### src/hdl/flash_spi_regs.vh
// Purpose: Constants for the serial flash command interface
// Assumes: Included by flash_spi_slave.v and by the assertion and bench files
// Notes:   Opcodes, header lengths and page geometry
`ifndef FLASH_SPI_REGS_VH
`define FLASH_SPI_REGS_VH

// ----------------------------------------------------------------
// Read opcodes
// ----------------------------------------------------------------
`define OPC_CARD_LEGACY  8'he8
`define OPC_CARD_FAST    8'h0b
`define OPC_CARD_SLOW    8'h03
`define OPC_PAGE_READ    8'hd2
`define OPC_BUF_READ     8'hd4
`define OPC_PROT_READ    8'h32
`define OPC_LOCK_READ    8'h35
`define OPC_SEC_READ     8'h77
`define OPC_STATUS_READ  8'hd7
`define OPC_ID_READ      8'h9f

// ----------------------------------------------------------------
// Header lengths in bytes after the opcode
// ----------------------------------------------------------------
`define ADDR_BYTES       3'd3
`define DUMMY_LEGACY     3'd4
`define DUMMY_FAST       3'd1
`define DUMMY_NONE       3'd0
`define DUMMY_PAGE       3'd4
`define DUMMY_BUF        3'd1
`define DUMMY_REG        3'd3

// ----------------------------------------------------------------
// Page geometry
// ----------------------------------------------------------------
`define PAGE_LAST_256    9'h0ff
`define PAGE_LAST_264    9'h107
`define ID_BYTES         2'd3

`endif

### src/hdl/flash_spi_slave.v
// Purpose: Device side of the serial flash command interface
// Assumes: Serial clock well below i_clk/4; memory array lives outside
// Notes:   SCK, CS, SI and the reset pin are sampled by i_clk
//
// Functional notes
// RULE1: Sample SI on serial clock rising edges, change SO only on falling edges.
// RULE2: Host launches its bits on rising edges, giving a full period of setup.
// RULE3: Host should capture SO on the next falling edge for full-cycle speed.
// RULE4: Transactions accepted with serial clock idling low or high at select fall.
// RULE5: Every SO bit becomes valid while the serial clock is still low.
// RULE6: In high-speed style the host relies on full-cycle sampling of SO.
// RULE7: Host keeps select high before releasing the reset pin.
// RULE8: Decode E8H, 0BH and 03H as continuous reads through the whole array.
// RULE9: Decode D2H as main page read and D4H as buffer read.
// RULE10: Decode 32H, 35H and 77H as protection, lockdown and security reads.
// RULE11: Decode D7H as status read and 9FH as identification read.
// RULE12: Address framing follows 256 or 264 byte pages; status and ID exempt.
// RULE13: A page is programmed directly or via buffer load then buffer program.
// RULE14: Host rewrites every sector page within 10,000 erase/program operations.
// RULE15: Host keeps a rewrite pointer and rewrites the page it names.
// RULE16: Bytes go MSB first; a command starts at first rising edge after select.
`timescale 1ns/1ps
`default_nettype none
`include "flash_spi_regs.vh"

module flash_spi_slave #(
  parameter [7:0] ID_MFR      = 8'h5a, // Arbitrary value
  parameter [7:0] ID_DEV0     = 8'h01, // Arbitrary value
  parameter [7:0] ID_DEV1     = 8'h02, // Arbitrary value
  parameter [7:0] ID_EXT      = 8'h00, // Arbitrary value
  parameter [7:0] OPC_BUF_WR  = 8'h84,
  parameter [7:0] OPC_BUF_PGM = 8'h83,
  parameter [7:0] OPC_PAGE_PGM = 8'h82
) (
  input  wire       i_clk,
  input  wire       i_rst_n,
  input  wire       i_cs_n,
  input  wire       i_sck,
  input  wire       i_si,
  input  wire       i_reset_pin_n,
  output reg        o_so,
  output reg        o_so_oe_n,
  input  wire       i_page_256,
  input  wire [7:0] i_status,
  input  wire [7:0] i_rd_data,
  output reg        o_rd_req,
  output reg  [7:0] o_rd_opc,
  output reg  [8:0] o_rd_page,
  output reg  [8:0] o_rd_off,
  output reg        o_wr_stb,
  output reg  [7:0] o_wr_data,
  output reg  [8:0] o_wr_page,
  output reg  [8:0] o_wr_off,
  output reg        o_prog_req,
  output reg  [7:0] o_prog_opc
);

  // ----------------------------------------------------------------
  // States
  // ----------------------------------------------------------------
  localparam [6:0] S_IDLE = 7'h01;
  localparam [6:0] S_OPC  = 7'h02;
  localparam [6:0] S_ADDR = 7'h04;
  localparam [6:0] S_DUMY = 7'h08;
  localparam [6:0] S_DOUT = 7'h10;
  localparam [6:0] S_DIN  = 7'h20;
  localparam [6:0] S_SKIP = 7'h40;

  // ----------------------------------------------------------------
  // Pin synchronisers
  // ----------------------------------------------------------------
  reg cs_s1_q, cs_s2_q, cs_s3_q;
  reg sck_s1_q, sck_s2_q, sck_s3_q;
  reg si_s1_q, si_s2_q, si_s3_q;
  reg rp_s1_q, rp_s2_q;

  always @(posedge i_clk or negedge i_rst_n)
  begin
    if (!i_rst_n)
    begin
      cs_s1_q  <= 1'b1;
      cs_s2_q  <= 1'b1;
      cs_s3_q  <= 1'b1;
      sck_s1_q <= 1'b0;
      sck_s2_q <= 1'b0;
      sck_s3_q <= 1'b0;
      si_s1_q  <= 1'b0;
      si_s2_q  <= 1'b0;
      si_s3_q  <= 1'b0;
      rp_s1_q  <= 1'b0;
      rp_s2_q  <= 1'b0;
    end
    else
    begin
      cs_s1_q  <= i_cs_n;
      cs_s2_q  <= cs_s1_q;
      cs_s3_q  <= cs_s2_q;
      sck_s1_q <= i_sck;
      sck_s2_q <= sck_s1_q;
      sck_s3_q <= sck_s2_q;
      si_s1_q  <= i_si;
      si_s2_q  <= si_s1_q;
      si_s3_q  <= si_s2_q;
      rp_s1_q  <= i_reset_pin_n;
      rp_s2_q  <= rp_s1_q;
    end
  end

  // Edges count only while selected, so a mode 3 idle-high clock at the
  // select fall produces no spurious edge
  wire active    = ~cs_s2_q & ~cs_s3_q & rp_s2_q; // RULE4 RULE7
  wire sck_rise  = active & sck_s2_q & ~sck_s3_q;
  wire sck_fall  = active & ~sck_s2_q & sck_s3_q;
  wire cs_rise   = cs_s2_q & ~cs_s3_q;

  // ----------------------------------------------------------------
  // Command sequencer
  // ----------------------------------------------------------------
  reg [6:0] state_q;
  reg [2:0] bit_q;
  reg [6:0] sh_in_q;
  reg [7:0] opc_q;
  reg [2:0] addr_left_q;
  reg [2:0] dummy_q;
  reg [15:0] addr_q;
  reg [8:0] page_q;
  reg [8:0] off_q;
  reg [1:0] id_idx_q;
  reg       wrote_q;

  // SI is taken one sample before the seen rise: a host launching on the rise gets a full period
  wire [7:0]  in_byte  = {sh_in_q, si_s3_q};                   // RULE1 RULE16
  wire        byte_end = sck_rise & (bit_q == 3'd7);
  wire [23:0] full_adr = {addr_q, in_byte};
  wire [8:0]  page_last = i_page_256 ? `PAGE_LAST_256 : `PAGE_LAST_264;
  wire [8:0]  adr_page = i_page_256 ? full_adr[16:8] : full_adr[17:9]; // RULE12
  wire [8:0]  adr_off  = i_page_256 ? {1'b0, full_adr[7:0]} : full_adr[8:0]; // RULE12
  wire        is_cont  = (opc_q == `OPC_CARD_LEGACY) | (opc_q == `OPC_CARD_FAST) |
                         (opc_q == `OPC_CARD_SLOW);
  wire        is_write = (opc_q == OPC_BUF_WR) | (opc_q == OPC_PAGE_PGM);
  wire        off_wrap = (off_q == page_last);
  wire [8:0]  off_next = off_wrap ? 9'h000 : off_q + 9'h001;
  wire [8:0]  page_next = (off_wrap & is_cont) ? page_q + 9'h001 : page_q; // RULE8

  // Opcode decode: header bytes and acceptance
  reg       dec_ok;
  reg       dec_noadr;
  reg [2:0] dec_dummy;
  always @*
  begin
    dec_ok    = 1'b1;
    dec_noadr = 1'b0;
    dec_dummy = `DUMMY_NONE;
    case (in_byte)
      `OPC_CARD_LEGACY: dec_dummy = `DUMMY_LEGACY;  // RULE8
      `OPC_CARD_FAST:   dec_dummy = `DUMMY_FAST;    // RULE8
      `OPC_CARD_SLOW:   dec_dummy = `DUMMY_NONE;    // RULE8
      `OPC_PAGE_READ:   dec_dummy = `DUMMY_PAGE;    // RULE9
      `OPC_BUF_READ:    dec_dummy = `DUMMY_BUF;     // RULE9
      `OPC_PROT_READ, `OPC_LOCK_READ, `OPC_SEC_READ:
        dec_dummy = `DUMMY_NONE;                    // RULE10
      `OPC_STATUS_READ, `OPC_ID_READ:
        dec_noadr = 1'b1;                           // RULE11 RULE12
      default:
        dec_ok = (in_byte == OPC_BUF_WR) | (in_byte == OPC_PAGE_PGM) |
                 (in_byte == OPC_BUF_PGM);          // RULE13
    endcase
  end

  always @(posedge i_clk or negedge i_rst_n)
  begin
    if (!i_rst_n)
    begin
      state_q     <= S_IDLE;
      bit_q       <= 3'd0;
      sh_in_q     <= 7'h00;
      opc_q       <= 8'h00;
      addr_left_q <= 3'd0;
      dummy_q     <= 3'd0;
      addr_q      <= 16'h0000;
      page_q      <= 9'h000;
      off_q       <= 9'h000;
      id_idx_q    <= 2'd0;
      wrote_q     <= 1'b0;
      o_rd_req    <= 1'b0;
      o_rd_opc    <= 8'h00;
      o_rd_page   <= 9'h000;
      o_rd_off    <= 9'h000;
      o_wr_stb    <= 1'b0;
      o_wr_data   <= 8'h00;
      o_wr_page   <= 9'h000;
      o_wr_off    <= 9'h000;
      o_prog_req  <= 1'b0;
      o_prog_opc  <= 8'h00;
    end
    else
    begin
      o_rd_req   <= 1'b0;
      o_wr_stb   <= 1'b0;
      o_prog_req <= 1'b0;
      if (!rp_s2_q | cs_s2_q)
      begin
        // A program is handed over only on a clean release, never after a pin abort
        if (cs_rise & rp_s2_q & ((wrote_q & (opc_q == OPC_PAGE_PGM)) |
            ((opc_q == OPC_BUF_PGM) & (state_q == S_DIN))))
        begin
          o_prog_req <= 1'b1;                       // RULE13
          o_prog_opc <= opc_q;
        end
        state_q <= S_IDLE;
        bit_q   <= 3'd0;
        wrote_q <= 1'b0;
      end
      else
      begin
        if (state_q == S_IDLE)
          state_q <= S_OPC;                         // RULE16
        if (sck_rise)
        begin
          sh_in_q <= in_byte[6:0];                  // RULE1
          bit_q   <= bit_q + 3'd1;
        end
        if (byte_end)
        begin
          case (state_q)
            S_OPC:
            begin
              opc_q       <= in_byte;
              addr_left_q <= `ADDR_BYTES - 3'd1;
              dummy_q     <= dec_dummy;
              id_idx_q    <= 2'd0;
              state_q     <= !dec_ok ? S_SKIP : (dec_noadr ? S_DOUT : S_ADDR); // RULE11
              if (dec_ok & dec_noadr)
                o_rd_opc <= in_byte;
            end
            S_ADDR:
            begin
              addr_q      <= full_adr[15:0];
              addr_left_q <= addr_left_q - 3'd1;
              if (addr_left_q == 3'd0)
              begin
                page_q <= adr_page;                 // RULE12
                off_q  <= adr_off;
                if (is_write | (opc_q == OPC_BUF_PGM))
                  state_q <= S_DIN;
                else if (dummy_q != 3'd0)
                  state_q <= S_DUMY;
                else
                begin
                  state_q   <= S_DOUT;
                  o_rd_req  <= 1'b1;
                  o_rd_opc  <= opc_q;
                  o_rd_page <= adr_page;
                  o_rd_off  <= adr_off;
                end
              end
            end
            S_DUMY:
            begin
              dummy_q <= dummy_q - 3'd1;
              if (dummy_q == 3'd1)
              begin
                state_q   <= S_DOUT;
                o_rd_req  <= 1'b1;
                o_rd_opc  <= opc_q;
                o_rd_page <= page_q;
                o_rd_off  <= off_q;
              end
            end
            S_DOUT:
            begin
              // Next byte is fetched half a clock ahead of its first bit;
              // status and ID bytes come from inside, so they fetch nothing
              id_idx_q  <= id_idx_q + 2'd1;
              page_q    <= page_next;               // RULE8
              off_q     <= off_next;
              o_rd_req  <= ~((opc_q == `OPC_STATUS_READ) | (opc_q == `OPC_ID_READ)); // RULE11
              o_rd_page <= page_next;
              o_rd_off  <= off_next;
            end
            S_DIN:
            begin
              if (opc_q != OPC_BUF_PGM)
              begin
                o_wr_stb  <= 1'b1;                  // RULE13
                o_wr_data <= in_byte;
                o_wr_page <= page_q;
                o_wr_off  <= off_q;
                off_q     <= off_next;
                wrote_q   <= 1'b1;
              end
            end
            default:
              state_q <= state_q;
          endcase
        end
      end
    end
  end

  // ----------------------------------------------------------------
  // Output shifter
  // ----------------------------------------------------------------
  reg [6:0] sh_out_q;
  reg [2:0] obit_q;
  reg [7:0] out_byte;

  always @*
  begin
    case (opc_q)
      `OPC_STATUS_READ: out_byte = i_status;        // RULE11
      `OPC_ID_READ:
      begin
        case (id_idx_q)
          2'd0:    out_byte = ID_MFR;
          2'd1:    out_byte = ID_DEV0;
          2'd2:    out_byte = ID_DEV1;
          default: out_byte = ID_EXT;
        endcase
      end
      default:         out_byte = i_rd_data;
    endcase
  end

  // SO moves a few i_clk cycles after the sampled falling edge, well
  // inside the low phase at the bench rate; this caps the usable serial
  // rate far below the part's top rate
  always @(posedge i_clk or negedge i_rst_n)
  begin
    if (!i_rst_n)
    begin
      o_so      <= 1'b0;
      o_so_oe_n <= 1'b1;
      sh_out_q  <= 7'h00;
      obit_q    <= 3'd0;
    end
    else if ((state_q != S_DOUT) | cs_s2_q | !rp_s2_q)
    begin
      o_so_oe_n <= 1'b1;
      obit_q    <= 3'd0;
    end
    else if (sck_fall)
    begin
      o_so_oe_n <= 1'b0;                            // RULE5
      obit_q    <= obit_q + 3'd1;
      // SO then stands a full period, so the host may sample on the next fall
      o_so     <= (obit_q == 3'd0) ? out_byte[7] : sh_out_q[6];       // RULE1 RULE6 RULE16
      sh_out_q <= (obit_q == 3'd0) ? out_byte[6:0] : {sh_out_q[5:0], 1'b0};
    end
  end

endmodule
`default_nettype wire

### config.mk
export PLATFORM = sky130hd
export DESIGN_NAME = flash_spi_slave
export DESIGN_NICKNAME = d
export VERILOG_FILES = /design/src/hdl/flash_spi_slave.v
export VERILOG_INCLUDE_DIRS = /design/src /design/src/hdl
export SDC_FILE = /design/constraint.sdc
export NUM_CORES = 1
export LEC_CHECK = 0
export ABC_CLOCK_PERIOD_IN_PS = 2670
export BUFFER_PORTS_ARGS = -buffer_cell sky130_fd_sc_hd__clkbuf_2
export CORE_UTILIZATION = 40
export CTS_CLUSTER_SIZE = 10
export DETAILED_ROUTE_END_ITERATION = 6
export GPL_TIMING_DRIVEN = 0
export MAX_ROUTING_LAYER = met4
export PLACE_DENSITY = 0.71
export SETUP_SLACK_MARGIN = 0.5
export SLEW_MARGIN = 20
export SYNTH_ARGS = -nofsm -noshare
export SYNTH_HDL_FRONTEND = slang
export SYNTH_SLANG_ARGS = --single-unit
### constraint.sdc
create_clock -name i_clk -period 2.67 [get_ports i_clk]
set_clock_uncertainty 0.15 [all_clocks]
set_input_delay 0.267 -clock i_clk [delete_from_list [all_inputs] [get_ports i_clk]]
set_output_delay 0.267 -clock i_clk [all_outputs]
set_load 0.05 [all_outputs]
==> key figures, run 1 <==
Critical path
  • Arrival @ worst endpoint: about 2.9 ns
  • Worst Setup End Kind: flip-flop
  • Data required, critical path: around 2.8 ns
  • CP Launch Type: flip-flop
  • Worst-path fanout max: 6
  • CP Class: flip-flop to flip-flop

Die
  • Initial Util: between 40% and 50%
  • Die area: around 20,000 µm²
  • FP Rows: 50
  • Die H: between 100 and 150 µm
  • Boundary pin count: just under 90
  • Chip width: ~140 µm
  • Core area: 19,000 µm²

Logic synthesis
  • Primary FF master, synth: dfrtp_1
  • Area share of fa/ha/maj cells after synthesis: 2.24%
  • Synth warnings: 0
  • Mapped Cells: just under 800
  • Mapped Nets: 808
  • Post-synthesis simple-gate area fraction: roughly 17%
  • Seq cells post-synth: between 100 and 150
  • XOR/XNOR Fraction of Synth Area: under 10%
  • Mux contribution to synthesized area: roughly 11%
  • Avg Inst Size Synth: between 10 and 15 µm²
  • EDFF count, synth: 0
  • Sequential fraction of the synthesis area: between 40% and 50%
  • Cell variety after synth: a little under 70
  • Synth Area in Compound Gates: between 10% and 20%
  • Largest family of logic cells by synthesized area: simple AND/OR/NAND/NOR gates
  • Fraction of registers with async set/reset: between 90% and 100%
  • Mapped cell area: ~7800 µm²

STA
  • Post-route setup slack: -0.0273 ns
  • Minimum clock period: approximately 2.7 ns
  • Max-slew headroom: approximately half
  • Final Slew Violations: 0
  • Final Hold Fails: 0
  • Hold Slack: approximately 0.056 ns
  • FMAX: between 300 and 400 MHz
  • Final Cycle Share: 101%
  • RSZ-0062 raised after global routing: yes
  • Final setup viols: 1
  • Worst slew pin tran: just over 0.7 ns

Clocking
  • Num CTS Buffers: 17
  • Clk Latency, worst-skew pair: ~0.44 ns
  • Root buf cell: clkbuf_16
  • CTS tree: yes
  • Clk buf depth: 2
  • Clk sink count: 148
  • Htree depth: 4
  • Clk slew on worst S/H paths: approximately 0.060 ns

Place
  • Port bufs: 87
  • Post-detail-place hpwl: ~14,000 µm
  • Dpl ws: -0.535 ns
  • Routability Congestion: 0.905

Global routing
  • First-pass GRT wire length: between 30,000 and 40,000 µm
  • Initial antenna violation count: 0
  • Vias in the first global route: 6,746
  • Total GRT Usage: about 24%
  • Overflow left after global routing: 0
  • Largest net degree at the start of global routing: 90

Pwr
  • Max VDD drop: between 0.0004 and 0.0005 V
  • Power, Total: around 5.3 mW
  • Leakage: 4.91 nW
  • Pwr/cell area: approximately 460 nW/µm²

Outcome
  • Failing checks: setup timing
  • Status: complete, but fails checks

Final layout
  • Layout cells sized above 1: 48.6%
  • Diode count: 0
  • Area Growth Syn to Fin: 44.9%
  • Nets: a little over 1,000
  • Most frequent cells in the layout: dfrtp_1 (138), clkbuf_2 (97), nand2_1 (65)
  • Commonest non-fill, non-tap cell in the layout: dfrtp_1

Route
  • Highest metal used: met4
  • Number of routed nets with antenna violations: 0
  • Met3 WL: 2040 µm
  • Met1 Routed Length: 10,500 µm
  • First drt pass iteration count: 7
  • Final wirelength: around 25,000 µm
  • Met2 Wirelength: around 12,000 µm
  • Post-DR wirelength/cell: between 20 and 25 µm
  • DRC: 0
  • Vias: 7,294
  • 1st-iter DRT viols: 835
  • Via density: a little under 6

Worst hold path
  • HP Class: primary input to flip-flop

Job
  • Max cap viols: 0
[metal layers]
metal	global-route usage, %	vias to the layer above
li1	-	3218
met1	31.8	3559
met2	37.7	435
met3	4.52	82
met4	9.90	0
met5	-	-
[kinds of logic (layout without fill, tap and decap cells)]
logic type,count (synthesis),in the layout
adders and majority gates,14,14
muxes,79,79
AOI/OAI and AO/OA,184,184
and+or+nand+nor,260,260
xor gates and xnor gates,16,16
buffers and inverters,70,285
DFF,148,148
[cell type report]
class / count / area (µm²)
Clock buffer: 20 / 447
Sequential cell: 148 / 3720
Timing Repair Buffer: 183 / 1400
Inverter: 14 / 52.6
Multi-Input combinational cell: 553 / 4630
Clock inverter: 12 / 203
Buffer: 56 / 557
Fill cell: 1436 / 7630
Tap cell: 260 / 325
[state kept, by name, summed over array words and instances, names as in the netlist, 7 cells and up]
| signal | flops |
|---|---|
| state_q | 7 |
| o_rd_off | 9 |
| sh_in_q | 7 |
| page_q | 9 |
| off_q | 9 |
| o_wr_page | 9 |
| sh_out_q | 7 |
| addr_q | 10 |
| o_wr_data | 8 |
| o_rd_opc | 8 |
| o_rd_page | 9 |
| o_wr_off | 9 |
| opc_q | 8 |
| o_prog_opc | 8 |
[final timing paths]
check	slack, ns	cells after the start	to	from
worst max-delay path	-0.03	10	off_q[1]	state_q[2]
worst min-delay path	0.06	3	sh_out_q[3]	i_rd_data[3]
worst max register to register	-0.03	10	off_q[1]	state_q[2]
worst min register to register	0.20	0	si_s3_q	si_s2_q
max in group asynchronous	1.34	3	off_q[2]	i_rst_n
min in group asynchronous	0.19	2	o_prog_opc[2]	i_rst_n
[what timing repair did]
action / CTS / global route
endpoints found under the setup margin: 127 / 116
gates resized for setup: 181 / 119
hold buffers: 5 / 0
cloned: 7 / 2
pin swaps: 42 / 35
hold endpoints to repair: 63 / 0
setup buffers: 57 / 24
[power by group]
part           internal (mW)  switching, mW
registers               2.27         0.0281
logic                  0.113          0.190
clock network           1.69          0.978
total                   4.07           1.20
[worst max-delay path: stages (launching register included)]
cell	delay, ns
dfrtp_1	0.38
buf_6	0.12
or4_4	0.49
buf_6	0.15
buf_4	0.14
nor3_4	0.26
a21oi_2	0.06
a311o_2	0.44
buf_6	0.18
nand2_1	0.09
o21ai_1	0.12
[synthesized netlist by cell type, types with 5 or more instances]
| cell type | instances | share of area (%) |
|---|---|---|
| a21oi_1 | 42 | 2.7 |
| a221oi_1 | 9 | 1.0 |
| a22oi_1 | 11 | 1.1 |
| a31oi_1 | 14 | 1.1 |
| a31oi_2 | 7 | 1.1 |
| and2_1 | 9 | 0.72 |
| buf_2 | 9 | 0.58 |
| clkbuf_1 | 38 | 1.8 |
| dfrtp_1 | 143 | 46 |
| dfstp_2 | 5 | 1.7 |
| ha_1 | 14 | 2.2 |
| inv_1 | 14 | 0.67 |
| mux2_2 | 75 | 11 |
| nand2_1 | 75 | 3.6 |
| nand2b_1 | 12 | 0.96 |
| nand3_1 | 12 | 0.77 |
| nand4_1 | 7 | 0.56 |
| nand4b_1 | 5 | 0.56 |
| nor2_1 | 64 | 3.1 |
| nor2b_1 | 14 | 1.1 |
| nor3_1 | 17 | 1.1 |
| o21ai_0 | 44 | 2.8 |
| o22ai_1 | 6 | 0.48 |
| o31ai_1 | 12 | 1.2 |
| xnor2_1 | 9 | 1.0 |
| xor2_1 | 7 | 0.78 |
[through the flow]
stage	setup TNS [ns]	cell area, µm²	utilization [%]	instances
floorplan	0	7970	-	771
finish	-0.0273	11300	59.8	1246
global route	-0.140	11300	59.8	1246
detailed placement	-17.80	8760	46.2	1119
CTS	0	10600	56.0	1220
global placement	-212.78	8730	46.0	1118
Note: power is estimated with default switching activity, not from simulation.
==> run 2: changes to the inputs <==
ABC_CLOCK_PERIOD_IN_PS = 2500   (was 2670)
PLACE_DENSITY = 0.69   (was 0.71)
clock period = 2.5 ns   (was 2.67 ns; I/O delays follow)
==> run 2 against run 1 <==
  * Critical path type unchanged
  * Wire length is 2.0% higher
  * Die area did not move
  * Critical endpoint is now o_rd_off[3]
  * Hold slack worse by 0.029 ns
  * Setup slack got worse by 0.15 ns
  * Count of clock-buffer cells in the layout decreased by 2
  * Largest cell class unchanged
  * Utilization up 0.24 points
  * Design area rose by 0.40%
  * Highest routed layer unchanged
  * The flow still finishes with violations (setup timing)
  * Final cell count down 0.56%
  * Flip-flop and latch count is the same
  * Fmax increased by 0.67%
  * Critical path depth unchanged
  * Via count is 1.6% higher
==> key figures, run 2 (synthesis gave the netlist of run 1 again) <==
Global routing
  • Initial antenna violation count: 0
  • Top Usage Layer GRT: met2
  • GR met1 Demand/Resource: ~33%
  • Met3 usage: between 5 and 6%
  • First-pass GRT wire length: approximately 38,000 µm
  • Vias in the first global route: 7,112
  • Met2 GRT Util: 37.9%
  • Total GRT Usage: about a quarter
  • Largest net degree at the start of global routing: a little under 80
  • Overflow left after global routing: 0

Route
  • 1st-iter DRT viols: 866
  • Number of routed nets with antenna violations: 0
  • DRC: 0
  • Via density: approximately 6
  • First drt pass iteration count: 5
  • Vias: between 7,000 and 8,000
  • Post-DR wirelength/cell: between 20 and 25 µm
  • Final wirelength: 25,900 µm

Place
  • Routability Congestion: 0.922
  • Port bufs: 87
  • Post-detail-place hpwl: 14,400 µm

STA
  • FMAX: roughly 370 MHz
  • Final setup viols: 33
  • Max-slew headroom: approximately 49%
  • Hold Slack: about 0.026 ns
  • Final Hold Fails: 0
  • Minimum clock period: 2.68 ns
  • RSZ-0062 raised after global routing: yes
  • Final Cycle Share: 107%
  • Post-route setup slack: -0.179 ns
  • Final Slew Violations: 0
  • Worst slew pin tran: ~0.76 ns

Clocking
  • Htree depth: 4
  • Root buf cell: clkbuf_16
  • Clk sink count: between 100 and 150
  • CTS tree: yes
  • Num CTS Buffers: 17
  • Clk buf depth: 2
  • Clk Latency, worst-skew pair: approximately 0.45 ns
  • Clk slew on worst S/H paths: 0.07 ns

Critical path
  • Worst Setup End Kind: flip-flop
  • Worst R2R Start: addr_left_q[0]
  • CP Class: flip-flop to flip-flop
  • Reg2Reg Depth: 10
  • CP Launch Type: flip-flop
  • Data required, critical path: roughly 2.7 ns
  • Worst Setup EP: o_rd_off[3]
  • Worst-path fanout max: 6
  • R2R Setup Slk: -0.18 ns
  • Critical Path Source: addr_left_q[0]
  • Arrival @ worst endpoint: 2.88 ns
  • Worst reg2reg endpoint: o_rd_off[3]

Final layout
  • Area Growth Syn to Fin: 45.4%
  • Nets: 1,003
  • Most flop-heavy register: addr_q
  • Diode count: 0
  • Finished Core Util: between 50% and 60%
  • Most frequent cells in the layout: dfrtp_1 (140), clkbuf_2 (97), nand2_1 (55)
  • Layout cells sized above 1: between 40% and 50%
  • Max reg flops: 10
  • Commonest non-fill, non-tap cell in the layout: dfrtp_1

Pwr
  • Clock share of power: just over 50%
  • Leakage: 4.93 nW
  • Pwr/cell area: ~490 nW/µm²
  • Pint: 4.24 mW
  • Flop pwr share: 43.9%
  • Combinational share of power: approximately 5.6%
  • Max VDD drop: about 0.00046 V
  • NetSw: about 1.3 mW
  • Switching share of power: between 20% and 30%

Die
  • FP Rows: 50
  • Die H: around 140 µm
  • Initial Util: about two fifths
  • Die area: 20,100 µm²
  • Chip width: 142 µm
  • Core area: ~19,000 µm²
  • Boundary pin count: 88

Job
  • Max cap viols: 0

Outcome
  • Failing checks: setup timing
  • Status: complete, but fails checks

Worst hold path
  • HP Class: primary input to flip-flop
[run 2: cell types whose count changed in the layout (fill, tap and decap cells not counted), sizes merged]
cell	change
buf	-10
clkinvlp	+3
bufinv	-1
clkbuf	+1
[run 2: final cells by class]
type	instances	area, µm²
clock inverters	14	199
plain buffers	56	523
flip-flops and latches	148	3710
inverters	14	57.6
fillers	1428	7580
well taps	260	325
multi-input cells	553	4770
clock buffers	18	439
repair buffers	176	1340
[run 2: how the worst min path moves through the flow]
stage,startpoint,end,depth (start not counted)
after floorplan,i_rst_n,addr_left_q[0],0
after global placement,si_s1_q,si_s2_q,0
after detailed placement,i_rst_n,sh_in_q[1],1
after CTS,i_rd_data[4],sh_out_q[4],3
after global routing,i_rd_data[7],o_so,3
final,i_rd_data[4],sh_out_q[4],3
[run 2: power by group through the flow]
stage | clock network [mW] | logic [mW] | registers [mW]
2_1_floorplan | 0 | 0.134 | 2.49
4_1_cts | 2.82 | 0.292 | 2.45
6_report | 2.82 | 0.314 | 2.45
3_3_place_gp | 0 | 0.259 | 2.49
3_5_place_dp | 0 | 0.267 | 2.49
5_1_grt | 2.93 | 0.336 | 2.45
[run 2: per-stage QoR]
stage	power (mW)	setup TNS [ns]	instance area (µm²)	std cells	worst slack, ns
CTS	5.56	-0.993	10800	1218	-0.0761
global route	5.72	-6.36	11400	1239	-0.286
detailed placement	2.76	-28.23	8770	1119	-0.586
finish	5.59	-2.89	11400	1239	-0.179
floorplan	2.62	-0.204	7970	771	-0.0275
global placement	2.75	-251.41	8730	1118	-1.57
[run 2: worst max-delay path, stage by stage, from the launching register on]
cell      delay (ns)
dfrtp_1         0.42
inv_1           0.10
ha_1            0.17
nor2b_1         0.62
nand2_2         0.15
buf_4           0.18
a221oi_4        0.30
buf_12          0.18
buf_6           0.11
nor2_2          0.03
a31oi_1         0.18
[run 2: routing by layer]
layer | share of wire [%] | up-vias
met2 | 46 | 427
met4 | 5.1 | 0
met3 | 8.0 | 130
li1 | - | 3202
met1 | 40 | 3653
met5 | 0 | -
[run 2: timing repair]
| action | 4_1_cts | 5_1_grt |
|---|---|---|
| resized for setup | 235 | 111 |
| hold endpoints to repair | 75 | 0 |
| pin swaps | 59 | 37 |
| setup buffers | 55 | 21 |
| cloned | 7 | 0 |
| hold buffers | 5 | 0 |
| endpoints found under the setup margin | 127 | 134 |
